`src/stg_pkg.sv`:
```
// Shared constants and types for the spanning tree state gate
package stg_pkg;
  localparam int STG_PORTS = 7;
  localparam int STG_PW = 3;
  localparam int STG_AW = 8;
  localparam int STG_DW = 32;
  localparam int STG_MACW = 48;
  localparam int STG_FIFO_DEPTH = 8;

  // Byte offsets; port p control sits at STG_OFS_PORT0 + 4*p
  localparam logic [STG_AW-1:0] STG_OFS_PORT0 = 8'h00;
  localparam logic [STG_AW-1:0] STG_OFS_HOST = 8'h20;
  localparam logic [STG_AW-1:0] STG_OFS_FLUSH = 8'h24;
  localparam logic [STG_AW-1:0] STG_OFS_STATUS = 8'h28;
  localparam logic [STG_AW-1:0] STG_OFS_DROPS = 8'h2c;

  // Port control fields
  localparam int STG_B_TXEN = 0;
  localparam int STG_B_RXEN = 1;
  localparam int STG_B_LRNDIS = 2;
  localparam int STG_B_STATE = 4;
  // Host select fields
  localparam int STG_B_HOSTIDX = 0;
  localparam int STG_B_TAILEN = 3;
  // Flush command fields
  localparam int STG_B_FLPORT = 0;
  localparam int STG_B_FLGO = 8;
  // Status fields
  localparam int STG_B_REFUSED = 0;
  localparam int STG_B_FULL = 1;
  localparam int STG_B_EMPTY = 2;

  typedef enum logic [1:0] {
    STG_ST_DISCARD = 2'b00,
    STG_ST_LEARN = 2'b01,
    STG_ST_FWD = 2'b10,
    STG_ST_OTHER = 2'b11
  } stg_state_t;

  typedef struct packed {
    logic lrnDis;
    logic rxEn;
    logic txEn;
  } stg_ctrl_t;

  // Every port starts in the disabled / discarding state
  localparam stg_ctrl_t STG_CTRL_RST = 3'h4;
  localparam stg_ctrl_t STG_CTRL_DISCARD = 3'h4;
  localparam stg_ctrl_t STG_CTRL_LEARN = 3'h0;
  localparam stg_ctrl_t STG_CTRL_FWD = 3'h3;

  typedef struct packed {
    logic [STG_PORTS-1:0] dstMask;
    logic [STG_PW-1:0] srcPort;
    logic [STG_MACW-1:0] srcMac;
    logic overrideHit;
    logic blockOverride;
    logic rxOk;
  } stg_frame_t;

  typedef struct packed {
    logic [STG_PORTS-1:0] dstMask;
    logic [STG_PW-1:0] srcPort;
    logic viaOverride;
  } stg_fwd_t;

  typedef struct packed {
    logic [STG_PW-1:0] port;
    logic [STG_MACW-1:0] mac;
  } stg_learn_t;
endpackage

```
`src/stg_port_state_gate.sv`:
```
// Spanning tree port state gate with its decision FIFO
`timescale 1ns/1ps
`default_nettype none

module stg_fifo
  import stg_pkg::*;
#(
  parameter int WIDTH = 8,
  parameter int DEPTH = STG_FIFO_DEPTH
)(
  input wire logic clk,
  input wire logic nrst,
  input wire logic inValid,
  input wire logic [WIDTH-1:0] inData,
  output logic inReady,
  output logic outValid,
  output logic [WIDTH-1:0] outData,
  input wire logic outReady,
  output logic full,
  output logic empty
);
  localparam int AW = (DEPTH > 1) ? $clog2(DEPTH) : 1;
  localparam logic [AW-1:0] LAST = AW'(DEPTH - 1);
  localparam logic [AW:0] FULLCNT = (AW + 1)'(DEPTH);

  typedef struct packed {
    logic [DEPTH-1:0][WIDTH-1:0] mem;
    logic [AW-1:0] wr;
    logic [AW-1:0] rd;
    logic [AW:0] cnt;
  } stg_fifo_state_t;

  stg_fifo_state_t st_q;
  stg_fifo_state_t st_d;
  logic push;
  logic pop;

  assign full = (st_q.cnt == FULLCNT);
  assign empty = (st_q.cnt == '0);
  assign inReady = !full;
  assign outValid = !empty;
  assign outData = st_q.mem[st_q.rd];
  assign push = inValid && inReady;
  assign pop = outValid && outReady;

  always_comb
  begin
    st_d = st_q;
    if (push)
    begin
      st_d.mem[st_q.wr] = inData;
      st_d.wr = (st_q.wr == LAST) ? '0 : st_q.wr + 1'b1;
    end
    if (pop)
      st_d.rd = (st_q.rd == LAST) ? '0 : st_q.rd + 1'b1;
    if (push && !pop)
      st_d.cnt = st_q.cnt + 1'b1;
    else if (pop && !push)
      st_d.cnt = st_q.cnt - 1'b1;
  end

  always_ff @(posedge clk or negedge nrst)
  begin
    if (!nrst)
      st_q <= '0;
    else
      st_q <= st_d;
  end
endmodule

module stg_port_state_gate
  import stg_pkg::*;
#(
  parameter int FIFO_DEPTH = STG_FIFO_DEPTH
)(
  input wire logic clk,
  input wire logic nrst,
  input wire logic [STG_AW-1:0] regAddr,
  input wire logic [STG_DW-1:0] regWrData,
  input wire logic regWr,
  input wire logic regRd,
  output logic [STG_DW-1:0] regRdData,
  input wire logic inValid,
  input wire stg_frame_t inFrame,
  output logic inReady,
  output logic fwdValid,
  output stg_fwd_t fwdData,
  input wire logic fwdReady,
  output logic learnValid,
  output stg_learn_t learnData,
  output logic flushValid,
  output logic [STG_PW-1:0] flushPort
);
  typedef struct packed {
    stg_ctrl_t [STG_PORTS-1:0] ctrl;
    logic hostEn;
    logic [STG_PW-1:0] hostIdx;
    logic refused;
    logic flushValid;
    logic [STG_PW-1:0] flushPort;
    logic learnValid;
    stg_learn_t learn;
    logic [STG_DW-1:0] drops;
    logic [STG_DW-1:0] rdData;
  } stg_top_state_t;

  stg_top_state_t st_q;
  stg_top_state_t st_d;
  logic [STG_PORTS-1:0] hostMask;
  logic [STG_PORTS-1:0] txMask;
  logic [STG_PORTS-1:0] srcBit;
  logic srcValid;
  logic srcIsHost;
  stg_ctrl_t srcCtrl;
  stg_fwd_t fwdIn;
  logic accept;
  logic fifoInReady;
  logic fifoFull;
  logic fifoEmpty;
  logic portSel;
  logic [STG_PW-1:0] portIdx;
  logic [STG_PW-1:0] flReq;

  function automatic stg_state_t stateOf(stg_ctrl_t c);
    unique case (c)
      STG_CTRL_DISCARD: stateOf = STG_ST_DISCARD;
      STG_CTRL_LEARN: stateOf = STG_ST_LEARN;
      STG_CTRL_FWD: stateOf = STG_ST_FWD;
      default: stateOf = STG_ST_OTHER;
    endcase
  endfunction

  assign srcValid = (inFrame.srcPort < STG_PW'(STG_PORTS));
  assign srcCtrl = srcValid ? st_q.ctrl[inFrame.srcPort] : STG_CTRL_RST;
  assign portSel = (regAddr < STG_OFS_HOST) && (regAddr[1:0] == 2'b00)
    && (regAddr[STG_PW+1:2] < STG_PW'(STG_PORTS));
  assign portIdx = regAddr[STG_PW+1:2];
  assign flReq = regWrData[STG_B_FLPORT +: STG_PW];

  // Forwarding decision per frame
  always_comb
  begin
    hostMask = '0;
    srcBit = '0;
    if (st_q.hostEn)
      hostMask[st_q.hostIdx] = 1'b1;
    if (srcValid)
      srcBit[inFrame.srcPort] = 1'b1;
    for (int i = 0; i < STG_PORTS; i++)
      txMask[i] = st_q.ctrl[i].txEn;
    srcIsHost = srcValid && ((srcBit & hostMask) != '0);
    fwdIn.srcPort = inFrame.srcPort;
    fwdIn.viaOverride = 1'b0;
    if (!srcValid)
      fwdIn.dstMask = '0;
    else if (srcIsHost)
    begin
      fwdIn.dstMask = inFrame.dstMask & ~hostMask
        & (inFrame.blockOverride ? {STG_PORTS{1'b1}} : txMask);
    end
    else if (srcCtrl.rxEn)
    begin
      fwdIn.dstMask = inFrame.dstMask & ~srcBit & (txMask | hostMask);
    end
    else
    begin
      fwdIn.dstMask = inFrame.overrideHit ? (inFrame.dstMask & hostMask)
        : '0;
      fwdIn.viaOverride = inFrame.overrideHit;
    end
  end

  assign inReady = fifoInReady;
  assign accept = inValid && inReady;

  stg_fifo #(
    .WIDTH($bits(stg_fwd_t)),
    .DEPTH(FIFO_DEPTH)
  ) u_fifo (
    .clk(clk),
    .nrst(nrst),
    .inValid(inValid && (fwdIn.dstMask != '0)),
    .inData(fwdIn),
    .inReady(fifoInReady),
    .outValid(fwdValid),
    .outData(fwdData),
    .outReady(fwdReady),
    .full(fifoFull),
    .empty(fifoEmpty)
  );

  always_comb
  begin
    st_d = st_q;
    st_d.flushValid = 1'b0;
    st_d.learnValid = 1'b0;
    st_d.rdData = '0;
    if (accept && srcValid && !srcIsHost && inFrame.rxOk && !srcCtrl.lrnDis)
    begin
      st_d.learnValid = 1'b1;
      st_d.learn.port = inFrame.srcPort;
      st_d.learn.mac = inFrame.srcMac;
    end
    if (accept && (fwdIn.dstMask == '0))
      st_d.drops = st_q.drops + 1'b1;
    if (regWr)
    begin
      if (portSel)
        st_d.ctrl[portIdx] = regWrData[2:0];
      else if (regAddr == STG_OFS_HOST)
      begin
        st_d.hostIdx = regWrData[STG_B_HOSTIDX +: STG_PW];
        st_d.hostEn = regWrData[STG_B_TAILEN];
      end
      else if (regAddr == STG_OFS_FLUSH && regWrData[STG_B_FLGO])
      begin
        if (flReq < STG_PW'(STG_PORTS) && st_q.ctrl[flReq].lrnDis)
        begin
          st_d.flushValid = 1'b1;
          st_d.flushPort = flReq;
        end
        else
          st_d.refused = 1'b1;
      end
      else if (regAddr == STG_OFS_STATUS && regWrData[STG_B_REFUSED])
        st_d.refused = 1'b0;
    end
    if (regRd)
    begin
      if (portSel)
      begin
        st_d.rdData[2:0] = st_q.ctrl[portIdx];
        st_d.rdData[STG_B_STATE +: 2] = stateOf(st_q.ctrl[portIdx]);
      end
      else if (regAddr == STG_OFS_HOST)
      begin
        st_d.rdData[STG_B_HOSTIDX +: STG_PW] = st_q.hostIdx;
        st_d.rdData[STG_B_TAILEN] = st_q.hostEn;
      end
      else if (regAddr == STG_OFS_STATUS)
      begin
        st_d.rdData[STG_B_REFUSED] = st_q.refused;
        st_d.rdData[STG_B_FULL] = fifoFull;
        st_d.rdData[STG_B_EMPTY] = fifoEmpty;
      end
      else if (regAddr == STG_OFS_DROPS)
        st_d.rdData = st_q.drops;
    end
  end

  always_ff @(posedge clk or negedge nrst)
  begin
    if (!nrst)
    begin
      st_q <= '0;
      for (int i = 0; i < STG_PORTS; i++)
      begin
        st_q.ctrl[i] <= STG_CTRL_RST;
      end
    end
    else
      st_q <= st_d;
  end

  assign regRdData = st_q.rdData;
  assign learnValid = st_q.learnValid;
  assign learnData = st_q.learn;
  assign flushValid = st_q.flushValid;
  assign flushPort = st_q.flushPort;
endmodule

`default_nettype wire

```
`config.mk`:
```
export PLATFORM = sky130hd
export DESIGN_NAME = stg_port_state_gate
export DESIGN_NICKNAME = d
export VERILOG_FILES = /design/src/stg_pkg.sv /design/src/stg_port_state_gate.sv
export SDC_FILE = /design/constraint.sdc
export NUM_CORES = 1
export LEC_CHECK = 0
export ABC_AREA = 1
export BUFFER_PORTS_ARGS = -buffer_cell sky130_fd_sc_hd__buf_4
export CAP_MARGIN = 5
export CORE_ASPECT_RATIO = 1.1
export CORE_UTILIZATION = 45
export DETAILED_ROUTE_END_ITERATION = 8
export PLACE_DENSITY_LB_ADDON = 0.05
export SKIP_CTS_REPAIR_TIMING = 1
export SLEW_MARGIN = 25
export SYNTH_ARGS = -nofsm -noshare
export SYNTH_HDL_FRONTEND = slang
export SYNTH_SLANG_ARGS = --single-unit
```
`constraint.sdc`:
```
create_clock -name clk -period 3.8 [get_ports clk]
set_input_delay 0.95 -clock clk [delete_from_list [all_inputs] [get_ports clk]]
set_output_delay 0.95 -clock clk [all_outputs]
set_load 0.01 [all_outputs]
```
---- Yosys cells after proc, flatten, opt, wreduce, memory -nomap -nowiden ----
Index checks and enable logic that the tools add are counted.
cells by class
  reductions and logical operators ........ 39
  eq/ne operators ......................... 10
  $add $sub $neg .......................... 5
  $lt $le $gt $ge ......................... 14
  muxes and demuxes ....................... 53
  bitwise gates (word level) .............. 11
operators by type and width
  kind                     number
  $bwmux W88               1
  $mux W32                 2
  $mux W52                 1
  $mux W7                  7
  $and A7 B7 Y7            6
  $bmux W11 S3             1
  $demux W11 S3            1
  $add A32 B1 Y32 const B  1
  $eq A8 B6 Y1 const B     4
  $mux W4                  8
  $mux W29                 1
  $mux W28                 1
  $bmux W3 S3              3
  $mux W3                  9
  $mux W26                 1
  $lt A3 B4 Y1 const B     6
  $mux W11                 2
  $bwmux W21               1
  $logic_and A1 B1 Y1      21
  $not A7 Y7               2
  $reduce_bool A7 Y1       2
  $ge A3 B1 Y1 const B     4
  $reduce_and A5 Y1        2
  $demux W3 S3             1
  23 further kinds         44
word-level totals
  bits of input ports ..................... 107
  bits in registers ....................... 244
  word-level logic and storage cells ...... 174

---- Logic depth before layout (Yosys ltp) ----
Gate-level depths: netlist of the first run.
  depth after elaboration ................. 18
  depth in mapped cells ................... 27
  gate-level depth less buffers ........... 25

---- Modules after synthesis ----
Synthesis of the first run repeated with hierarchy kept, for this count alone.
unflattened totals
  cells, all modules ...................... 1745
  area, all modules ....................... 13416.6 µm²
by module, submodules not included
  module               sequential area each (µm²)  times used  cells an instance  area an instance (µm²)
  stg_port_state_gate  3662.3                      1           1046               8164.1
  stg_fifo             2452.4                      1           699                5252.5

---- Worst setup path after synthesis of the first run ----
No wires, ideal clock.
  kind .................................... input port to flip-flop
  start ................................... input inFrame[51] in the netlist's numbering
  end ..................................... register u_fifo.st_q[3] in the netlist's numbering
  setup time .............................. 0.121 ns
  setup slack ............................. 0.141 ns
  data required time ...................... 3.679 ns
  arrival time ............................ 3.538 ns
  stages .................................. 25
  cells stage by stage .................... buf_6 > inv_4 > nand2_1 > nand2_1 > nand2_1 > nand2_1 > nand2_2 > nand2_4 > nand2_1 > a21oi_4 > nor2_8 > nor2_4 > nand2_4 > buf_6 > nand2_2 > inv_1 > ha_1 > inv_1 > ha_1 > a21o_1 > a21oi_1 > nor2_1 > nor2_1 > nand2_1 > xor2_1
on the way
  cells in the longest elaborated chain, start to end .. 17
RTL lines
  element                                                             RTL line                    source
  start, declared                                                     stg_port_state_gate.sv:84   input wire stg_frame_t inFrame,
  $lt A3 B4 Y1 (not written as such) or $ge A3 B1 Y1 (tied branches)  stg_port_state_gate.sv:148  srcBit[inFrame.srcPort] = 1'b1;
  $logic_and A1 B1 Y1 (not written as such)                           stg_port_state_gate.sv:148
  $mux W1 (not written as such)                                       stg_port_state_gate.sv:148
  $demux W1 S3                                                        stg_port_state_gate.sv:148
  $mux W7                                                             stg_port_state_gate.sv:147  if (srcValid)
  $not A7 Y7                                                          stg_port_state_gate.sv:163  fwdIn.dstMask = inFrame.dstMask & ~srcBit & (txMask | hostMask);
  $and A7 B7 Y7 (2 in a row)                                          stg_port_state_gate.sv:163
  $mux W7                                                             stg_port_state_gate.sv:161  else if (srcCtrl.rxEn)
  $mux W7                                                             stg_port_state_gate.sv:156  else if (srcIsHost)
  $mux W7 (*)                                                         stg_port_state_gate.sv:154  if (!srcValid)
  $reduce_bool A7 Y1 (*)                                              stg_port_state_gate.sv:182  .inValid(inValid && (fwdIn.dstMask != '0)),
  $logic_and A1 B1 Y1 (*)                                             stg_port_state_gate.sv:182
  $logic_and A1 B1 Y1 (*)                                             stg_port_state_gate.sv:43   assign push = inValid && inReady;
  net u_fifo.push                                                     stg_port_state_gate.sv:35   logic push;
  $logic_not A1 Y1                                                    stg_port_state_gate.sv:58   else if (pop && !push)
  $logic_and A1 B1 Y1                                                 stg_port_state_gate.sv:58
  $reduce_bool A2 Y1 (no line)                                        -
  end signal, assigned                                                stg_port_state_gate.sv:67   st_q <= st_d;
  end, declared                                                       stg_port_state_gate.sv:33   stg_fifo_state_t st_q;
Mark *: on every way through the listed nets, which the timed path passes. The rest lies on a longest branch. The select of a mux whose other input is x is not followed.
A chain may end at the register's enable or synchronous reset.

==> results of run 1 <==
placed cells by master (no fill, tap or decap), types with 5 or more instances in the layout:
master     Yosys  layout
a21oi_1       13      13
a31oi_1       13      13
buf_4         97     232
clkbuf_16      0      27
clkbuf_8       0       7
clkinv_2       0       8
dfrtp_1      237     237
dfstp_2        7       7
ha_1           8       8
inv_1         75      75
inv_2          7       7
nand2_1      600     600
nand2_2        6       6
nand3_1       32      32
nand3_2        6       6
nand4_1      101     101
nor2_1       146     145
nor2_2         5       5
nor3_1        37      37
nor4_1         8       8
o211ai_1       6       6
o21ai_0       97      97
o22ai_1       17      17
xnor2_1        7       7
xor2_1        26      26
cells in the mapped netlist, types with 4 or more instances:
cell / n / area share
inv_2: 7 / 0.0020
dfstp_2: 7 / 0.014
buf_6: 8 / 0.0069
nand2_1: 600 / 0.17
clkbuf_1: 40 / 0.012
nor4_1: 8 / 0.0039
o21ai_0: 97 / 0.037
nor3_1: 37 / 0.014
inv_1: 75 / 0.022
o21ai_1: 4 / 0.0015
a21oi_1: 13 / 0.0050
nor2_1: 146 / 0.042
nor2_2: 5 / 0.0024
or2_2: 4 / 0.0019
nand3_1: 32 / 0.012
ha_1: 8 / 0.0077
a31oi_1: 13 / 0.0063
buf_1: 10 / 0.0029
nand3_2: 6 / 0.0046
o211ai_1: 6 / 0.0035
buf_4: 97 / 0.056
xor2_1: 26 / 0.018
nand4_1: 101 / 0.049
dfrtp_1: 237 / 0.46
o22ai_1: 17 / 0.0082
nand2_2: 6 / 0.0029
buf_2: 12 / 0.0046
xnor2_1: 7 / 0.0047
sequential cells by signal, indices dropped and copies added, names as in the netlist:
name,flops
u_fifo.st_q,98
st_q,58
flushValid,1
learnValid,1
regRdData,32
learnData,51
flushPort,3
metrics by stage:
stage / power, mW / hold WS [ps] / area (um^2) / setup slack [ps]
floorplan: 5.13 / 437 / 13000 / 141
global placement: 6.06 / 448 / 14200 / 68.5
detailed placement: 6.10 / 453 / 14200 / 26.1
CTS: 8.76 / 462 / 15100 / 377
global route: 9.18 / 481 / 15100 / 215
finish: 8.66 / 444 / 15100 / 388
final timing paths:
path                       depth (start not counted)              end  slack, ps       startpoint
setup reg to reg                                  23   u_fifo.st_q[3]        630        st_q[123]
max in group asynchronous                          2    learnData[10]       2580             nrst
hold reg to reg                                    2  u_fifo.st_q[82]        460  u_fifo.st_q[82]
hold / removal                                     1       learnValid        440             nrst
min in group clk                                   2  u_fifo.st_q[82]        460  u_fifo.st_q[82]
setup / recovery                                   6       fwdData[3]        390   u_fifo.st_q[4]
worst reg2reg max path, cell delays in order, from the launching register on:
cell and delay [ps]:
dfrtp_1 440, inv_1 100, nand2_1 80, nor2_1 260, nand2_1 80, nand2_1 120, nor2_4 50, nand3_2 100
o21ai_1 80, nand2_1 100, nand2_1 70, nor2_2 150, nand2_4 80, nand2_2 70, inv_1 70, ha_1 190
inv_1 110, ha_1 240, a21o_1 180, a21oi_1 150, nor2_1 60, nor2_1 80, nand2_1 70, xor2_1 140
metal layers:
layer | global-route usage | routed length (um) | vias up
li1 | - | - | 5521
met1 | 0.335 | 15900 | 5262
met2 | 0.407 | 17000 | 282
met3 | 0.0242 | 1470 | 63
met4 | 0.0819 | 1050 | 0
met5 | 0 | 0 | -
where the power goes:
group | switching (mW) | leakage, nW | internal [mW]
Sequential | 0.279 | 3.26 | 2.98
Combinational | 1.73 | 4.02 | 1.05
Clock | 1.05 | 0.452 | 1.57
Total | 3.06 | 7.73 | 5.61
layout make-up:
cell class                      count  share of cell area
Clock buffer                       38              0.0522
Clock inverter                     11             0.00723
Inverter                           85              0.0215
Multi-Input combinational cell   1166               0.364
Sequential cell                   244               0.406
Tap cell                          363              0.0301
Timing Repair Buffer              235               0.119
kinds of logic (layout without fill, tap and decap cells):
kind of cell | Yosys count | in the layout
AND/OR/NAND/NOR | 956 | 956
buffers and inverters | 252 | 369
flip-flops | 244 | 244
AO/OA/AOI/OAI | 166 | 166
XOR/XNOR | 33 | 33
adder cells (fa/ha/maj) | 9 | 9
multiplexers | 2 | 2
==> flow_summary_export.csv, run 1 <==
group,metric,value,unit
global_route,grt-ovfl-total,0,
finish,n_antenna_cell,0,
cts,clkSinkCount,244,
synth,synth_area,0.0130,mm^2
flow_run,cap_violations,0,
cts,cts-buffers-inserted,27,
detailed_routing,drt_wl_total,35.4,mm
detailed_routing,drt-initial-drc-count,735,
timing,setup_tns,0,ps
setup_path,worst_setup_path_end_kind,"primary output",
global_route,antenna_found_initial,0,
synth,synthXorXnorAreaFrac,0.0223,
floorplan,coreArea,0.0281,mm^2
floorplan,die_w,164,um
finish,syn_to_final_growth,16.1,%
setup_path,critical_path.max_stage_delay,370,ps
timing,finalCriticalPeriod,3410,ps
finish,multi_input_area,0.00548,mm^2
hold_path,hold_path_class,"input port to asynchronous set/reset pin",
synth,synth_edf_count,0,
cts,clk_latency,540,ps
cts,cts_buffer_depth,3,
cts,cts-htree-levels,1,
synth,ys.flop_type,"dfrtp_1",
finish,postLayoutCoreUtil,0.536,
synth,avgSynthCellArea,7.81,um^2
floorplan,start_util,0.462,
cts,root_buffer,"clkbuf_16",
placement,io_buffers,180,
floorplan,die-area,0.0295,mm^2
synth,synth_mux_area_frac,0.00174,
synth,synth_top_family_by_area,"simple AND/OR/NAND/NOR gates",
outcome,status,"complete, no violations",
global_route,grt_usage,0.246,
detailed_routing,via_per_inst,5.20,
setup_path,crit_path_max_fanout,23,
detailed_routing,wl_per_cell,16.5,um
setup_path,crit_type,"register to primary output",
placement,place.gp.congestion,0.916,
synth,ys_ff_latch,244,
timing,finalMaxSlewViolations,0,
timing,hold_viol,0,
detailed_routing,firstDrtPassIters,7,
placement,place_hpwl,24.1,mm
timing,fmax,293,MHz
pwr,p_leak,7.73,nW
setup_path,cp-start-kind,"register",
synth,synth-adder-area-share,0.00926,
global_route,grt_pass1_vias,11000,
finish,regArea,0.00611,mm^2
placement,dp.cells,2093,
timing,worst_slew_pin_slew,743,ps
finish,final_net_count,1875,
global_route,grt_max_degree,89,
synth,syn_inst,1662,
floorplan,num_io_pins,208,
setup_path,critical_path_required,2850,ps
timing,relSlewSlack,0.501,
setup_path,arrival,2460,ps
synth,async_flop_share,1.00,
timing,rsz0062_at_grt,"false",
cts,cts_tree,"built",
floorplan,die_height,180,um
synth,yosysUniqueCellTypes,48,
global_route,grt_pass1_wl,58.2,mm
setup_path,worstPathCellList,"buf_4 > inv_2 > buf_4 > o21ai_0 > a31oi_1 > buf_4",
detailed_routing,drc,0,
timing,setup_viol_count_final,0,
finish,fillCellCount,2765,
floorplan,rows,64,
synth,synth_compound_area_frac,0.0726,
synth,yosys.area_share.simple,0.316,
detailed_routing,vias,11100,
cts,path_clk_slew,60,ps
timing,fin_skew,30.0,ps
setup_path,critical_path.top_delay_family,"buffers and inverters",
detailed_routing,ant_nets,0,
setup_path,slowest_stage,"dfrtp_1",
pwr,power_density,575,mW/mm^2
setup_path,path_buf_inv,4,
synth,synth_nets,1778,
synth,ys_seq_area_frac,0.471,
finish,fin_cells,2142,
synth,synth_warnings,0,
timing,final.period_utilization,0.898,
pwr,ir_worst_vdd,410,uV
setup_path,crit_top_cell,"buf_4",
finish,drive_above_1_share,0.185,
No activity file was read; power rests on OpenSTA's default activity.
==> inputs of run 2 (changes only) <==
--- a/config.mk
+++ b/config.mk
@@ -13,2 +13,3 @@
 export DETAILED_ROUTE_END_ITERATION = 8
+export GPL_TIMING_DRIVEN = 0
 export PLACE_DENSITY_LB_ADDON = 0.05
==> constraint.sdc (replaced) <==
create_clock -name clk -period 2.9 [get_ports clk]
set_input_delay 0.145 -clock clk [delete_from_list [all_inputs] [get_ports clk]]
set_output_delay 0.145 -clock clk [all_outputs]
set_load 0.01 [all_outputs]
==> run 2 against run 1 <==
The run now ends with negative hold slack, negative setup slack left. Routed wire length is 8.1% higher. Die area stayed put. Sequential power is 33% higher. Via count is 8.5% higher. First-iteration DRC count is 40% higher. Clock skew is 17 ps lower. Flip-flop and latch count stayed put. Sequential share of layout area is 4.1 points lower. Critical endpoint is now u_fifo.st_q[3]. Largest cell class unchanged. Largest power group unchanged. Highest routed layer unchanged.
==> flow_summary_export.csv, run 2 (synthesized netlist as in run 1, its figures left out) <==
group,metric,value,unit
setup_path,slowest_stage,"dfrtp_2",
pwr,p_leak,8.58,nW
finish,final_common_cell,"nand2_1",
floorplan,die-area,0.0295,mm^2
finish,top_register,"u_fifo.st_q",
finish,fin_area,0.0168,mm^2
global_route,grt_pass1_vias,11300,
timing,finalMaxSlewViolations,0,
placement,place_area,0.0149,mm^2
finish,syn_to_final_growth,29.3,%
cts,cts_tree,"built",
outcome,violations,"negative hold slack, negative setup slack",
global_route,grt_max_degree,91,
timing,final.period_utilization,1.04,
floorplan,start_util,0.462,
detailed_routing,via_per_inst,5.16,
setup_path,crit_path_max_fanout,7,
setup_path,critical_path_required,3330,ps
timing,setup_tns,-141,ps
timing,rsz0062_at_grt,"true",
timing,relSlewSlack,0.526,
timing,worst_slew_pin_slew,708,ps
global_route,grt-ovfl-total,0,
setup_path,worst_setup_path_end_kind,"register",
pwr,power_density,726,mW/mm^2
placement,place_hpwl,26.5,mm
detailed_routing,vias,12100,
timing,fmax,331,MHz
setup_path,critical_path.top_delay_family,"simple AND/OR/NAND/NOR gates",
setup_path,r2r_cells,24,
cts,cts-buffers-inserted,28,
detailed_routing,wl_per_cell,16.3,um
placement,place.gp.congestion,0.934,
timing,setup_viol_count_final,2,
setup_path,arrival,3450,ps
finish,most-common-layout-cells,"nand2_1, buf_4, dfrtp_1",
floorplan,die_height,180,um
cts,clkSinkCount,244,
cts,root_buffer,"clkbuf_16",
timing,fin_skew,13.4,ps
timing,worst_slack,-124,ps
detailed_routing,drt_wl_total,38.2,mm
detailed_routing,drc,0,
timing,finalCriticalPeriod,3020,ps
setup_path,crit_type,"register to register",
hold_path,hold_path_class,"input port to register",
setup_path,worstPathCellList,"nand2_2 > nor2_4 > nand2_2 > nand2_2 > nor2_4 > nand2_4 > inv_8 > nand2_2 > nand2_2 > nand2_2 > nor2_4 > nand2_4 > buf_12 > nand2_8 > inv_6 > ha_4 > inv_4 > ha_4 > a21o_1 > a21oi_2 > nor2_1 > nor2_1 > nand2_1 > xor2_1",
outcome,status,"complete, but fails checks",
finish,drive_above_1_share,0.235,
flow_run,cap_violations,0,
cts,cts-htree-levels,1,
hold_path,holdPathStages,3,
finish,final_net_count,2069,
timing,hold_viol,2,
cts,path_clk_slew,60,ps
setup_path,cp-start-kind,"register",
detailed_routing,drt-initial-drc-count,1029,
detailed_routing,ant_nets,0,
finish,largest_reg_flops,98,
floorplan,rows,64,
floorplan,die_w,164,um
global_route,antenna_found_initial,0,
setup_path,critical_path.max_stage_delay,430,ps
timing,whs,-54.1,ps
finish,postLayoutCoreUtil,0.597,
floorplan,num_io_pins,208,
global_route,grt_usage,0.255,
cts,cts_buffer_depth,3,
finish,n_antenna_cell,0,
placement,io_buffers,177,
detailed_routing,firstDrtPassIters,6,
pwr,ir_worst_vdd,720,uV
setup_path,path_buf_inv,4,
floorplan,coreArea,0.0281,mm^2
global_route,grt_pass1_wl,60.0,mm
setup_path,cp.depth,24,
setup_path,crit_top_cell,"nand2_2",
cts,clk_latency,550,ps
[run 2: cell count changes in the layout (fill, tap and decap cells not counted), moves of 10 or more]
cell / before / now
nand2_1: 600 / 578
buf_2: 0 / 12
nand2_2: 6 / 22
dlygate4sd3_1: 0 / 55
clkbuf_1: 4 / 40
buf_4: 232 / 300
buf_1: 0 / 10
[run 2: per-layer routing]
metal  global-route usage  wire [um]  vias to the layer above  share of wire
met1                0.348      17000                     5724           0.44
met4               0.0744       1090                        0          0.028
li1                     -          -                     5936              -
met2                0.419      18300                      336           0.48
met5                    0          0                        -              0
met3               0.0368       1840                       75          0.048
[run 2: per-stage QoR]
stage / instances / setup WS (ps) / power, mW
finish: 2338 / -124 / 12.2
global route: 2338 / -311 / 12.8
CTS: 2256 / -684 / 12.0
detailed placement: 2204 / -635 / 8.33
global placement: 2202 / -566 / 8.27
floorplan: 1662 / 9.38 / 6.75
[run 2: worst min-delay path, cell delays in order]
cell and delay (ps):
buf_4 100, inv_2 60, o21ai_0 140
[run 2: worst paths after layout]
kind                                 start               to  slack, ps
max in group asynchronous             nrst        st_q[121]       1470
hold reg to reg            u_fifo.st_q[52]  u_fifo.st_q[52]        470
min in group asynchronous             nrst    learnData[43]        150
setup / recovery                 st_q[123]   u_fifo.st_q[3]       -120
setup reg to reg                 st_q[123]   u_fifo.st_q[3]       -120
hold / removal                 inFrame[52]    learnData[49]        -50
[run 2: power by group]
group          internal (mW)  switching, mW  total (mW)
sequential              3.91          0.407        4.32
combinational           1.80           2.40        4.19
clock                   2.22           1.45        3.67
[run 2: layout make-up]
cell class,instances,area (um^2)
Fill cell,2590,11300
Sequential cell,244,6120
Multi-Input combinational cell,1166,5670
Timing Repair Buffer,261,2140
Buffer,167,1080
Clock buffer,42,865
Tap cell,363,454
Inverter,85,337
Clock inverter,10,103
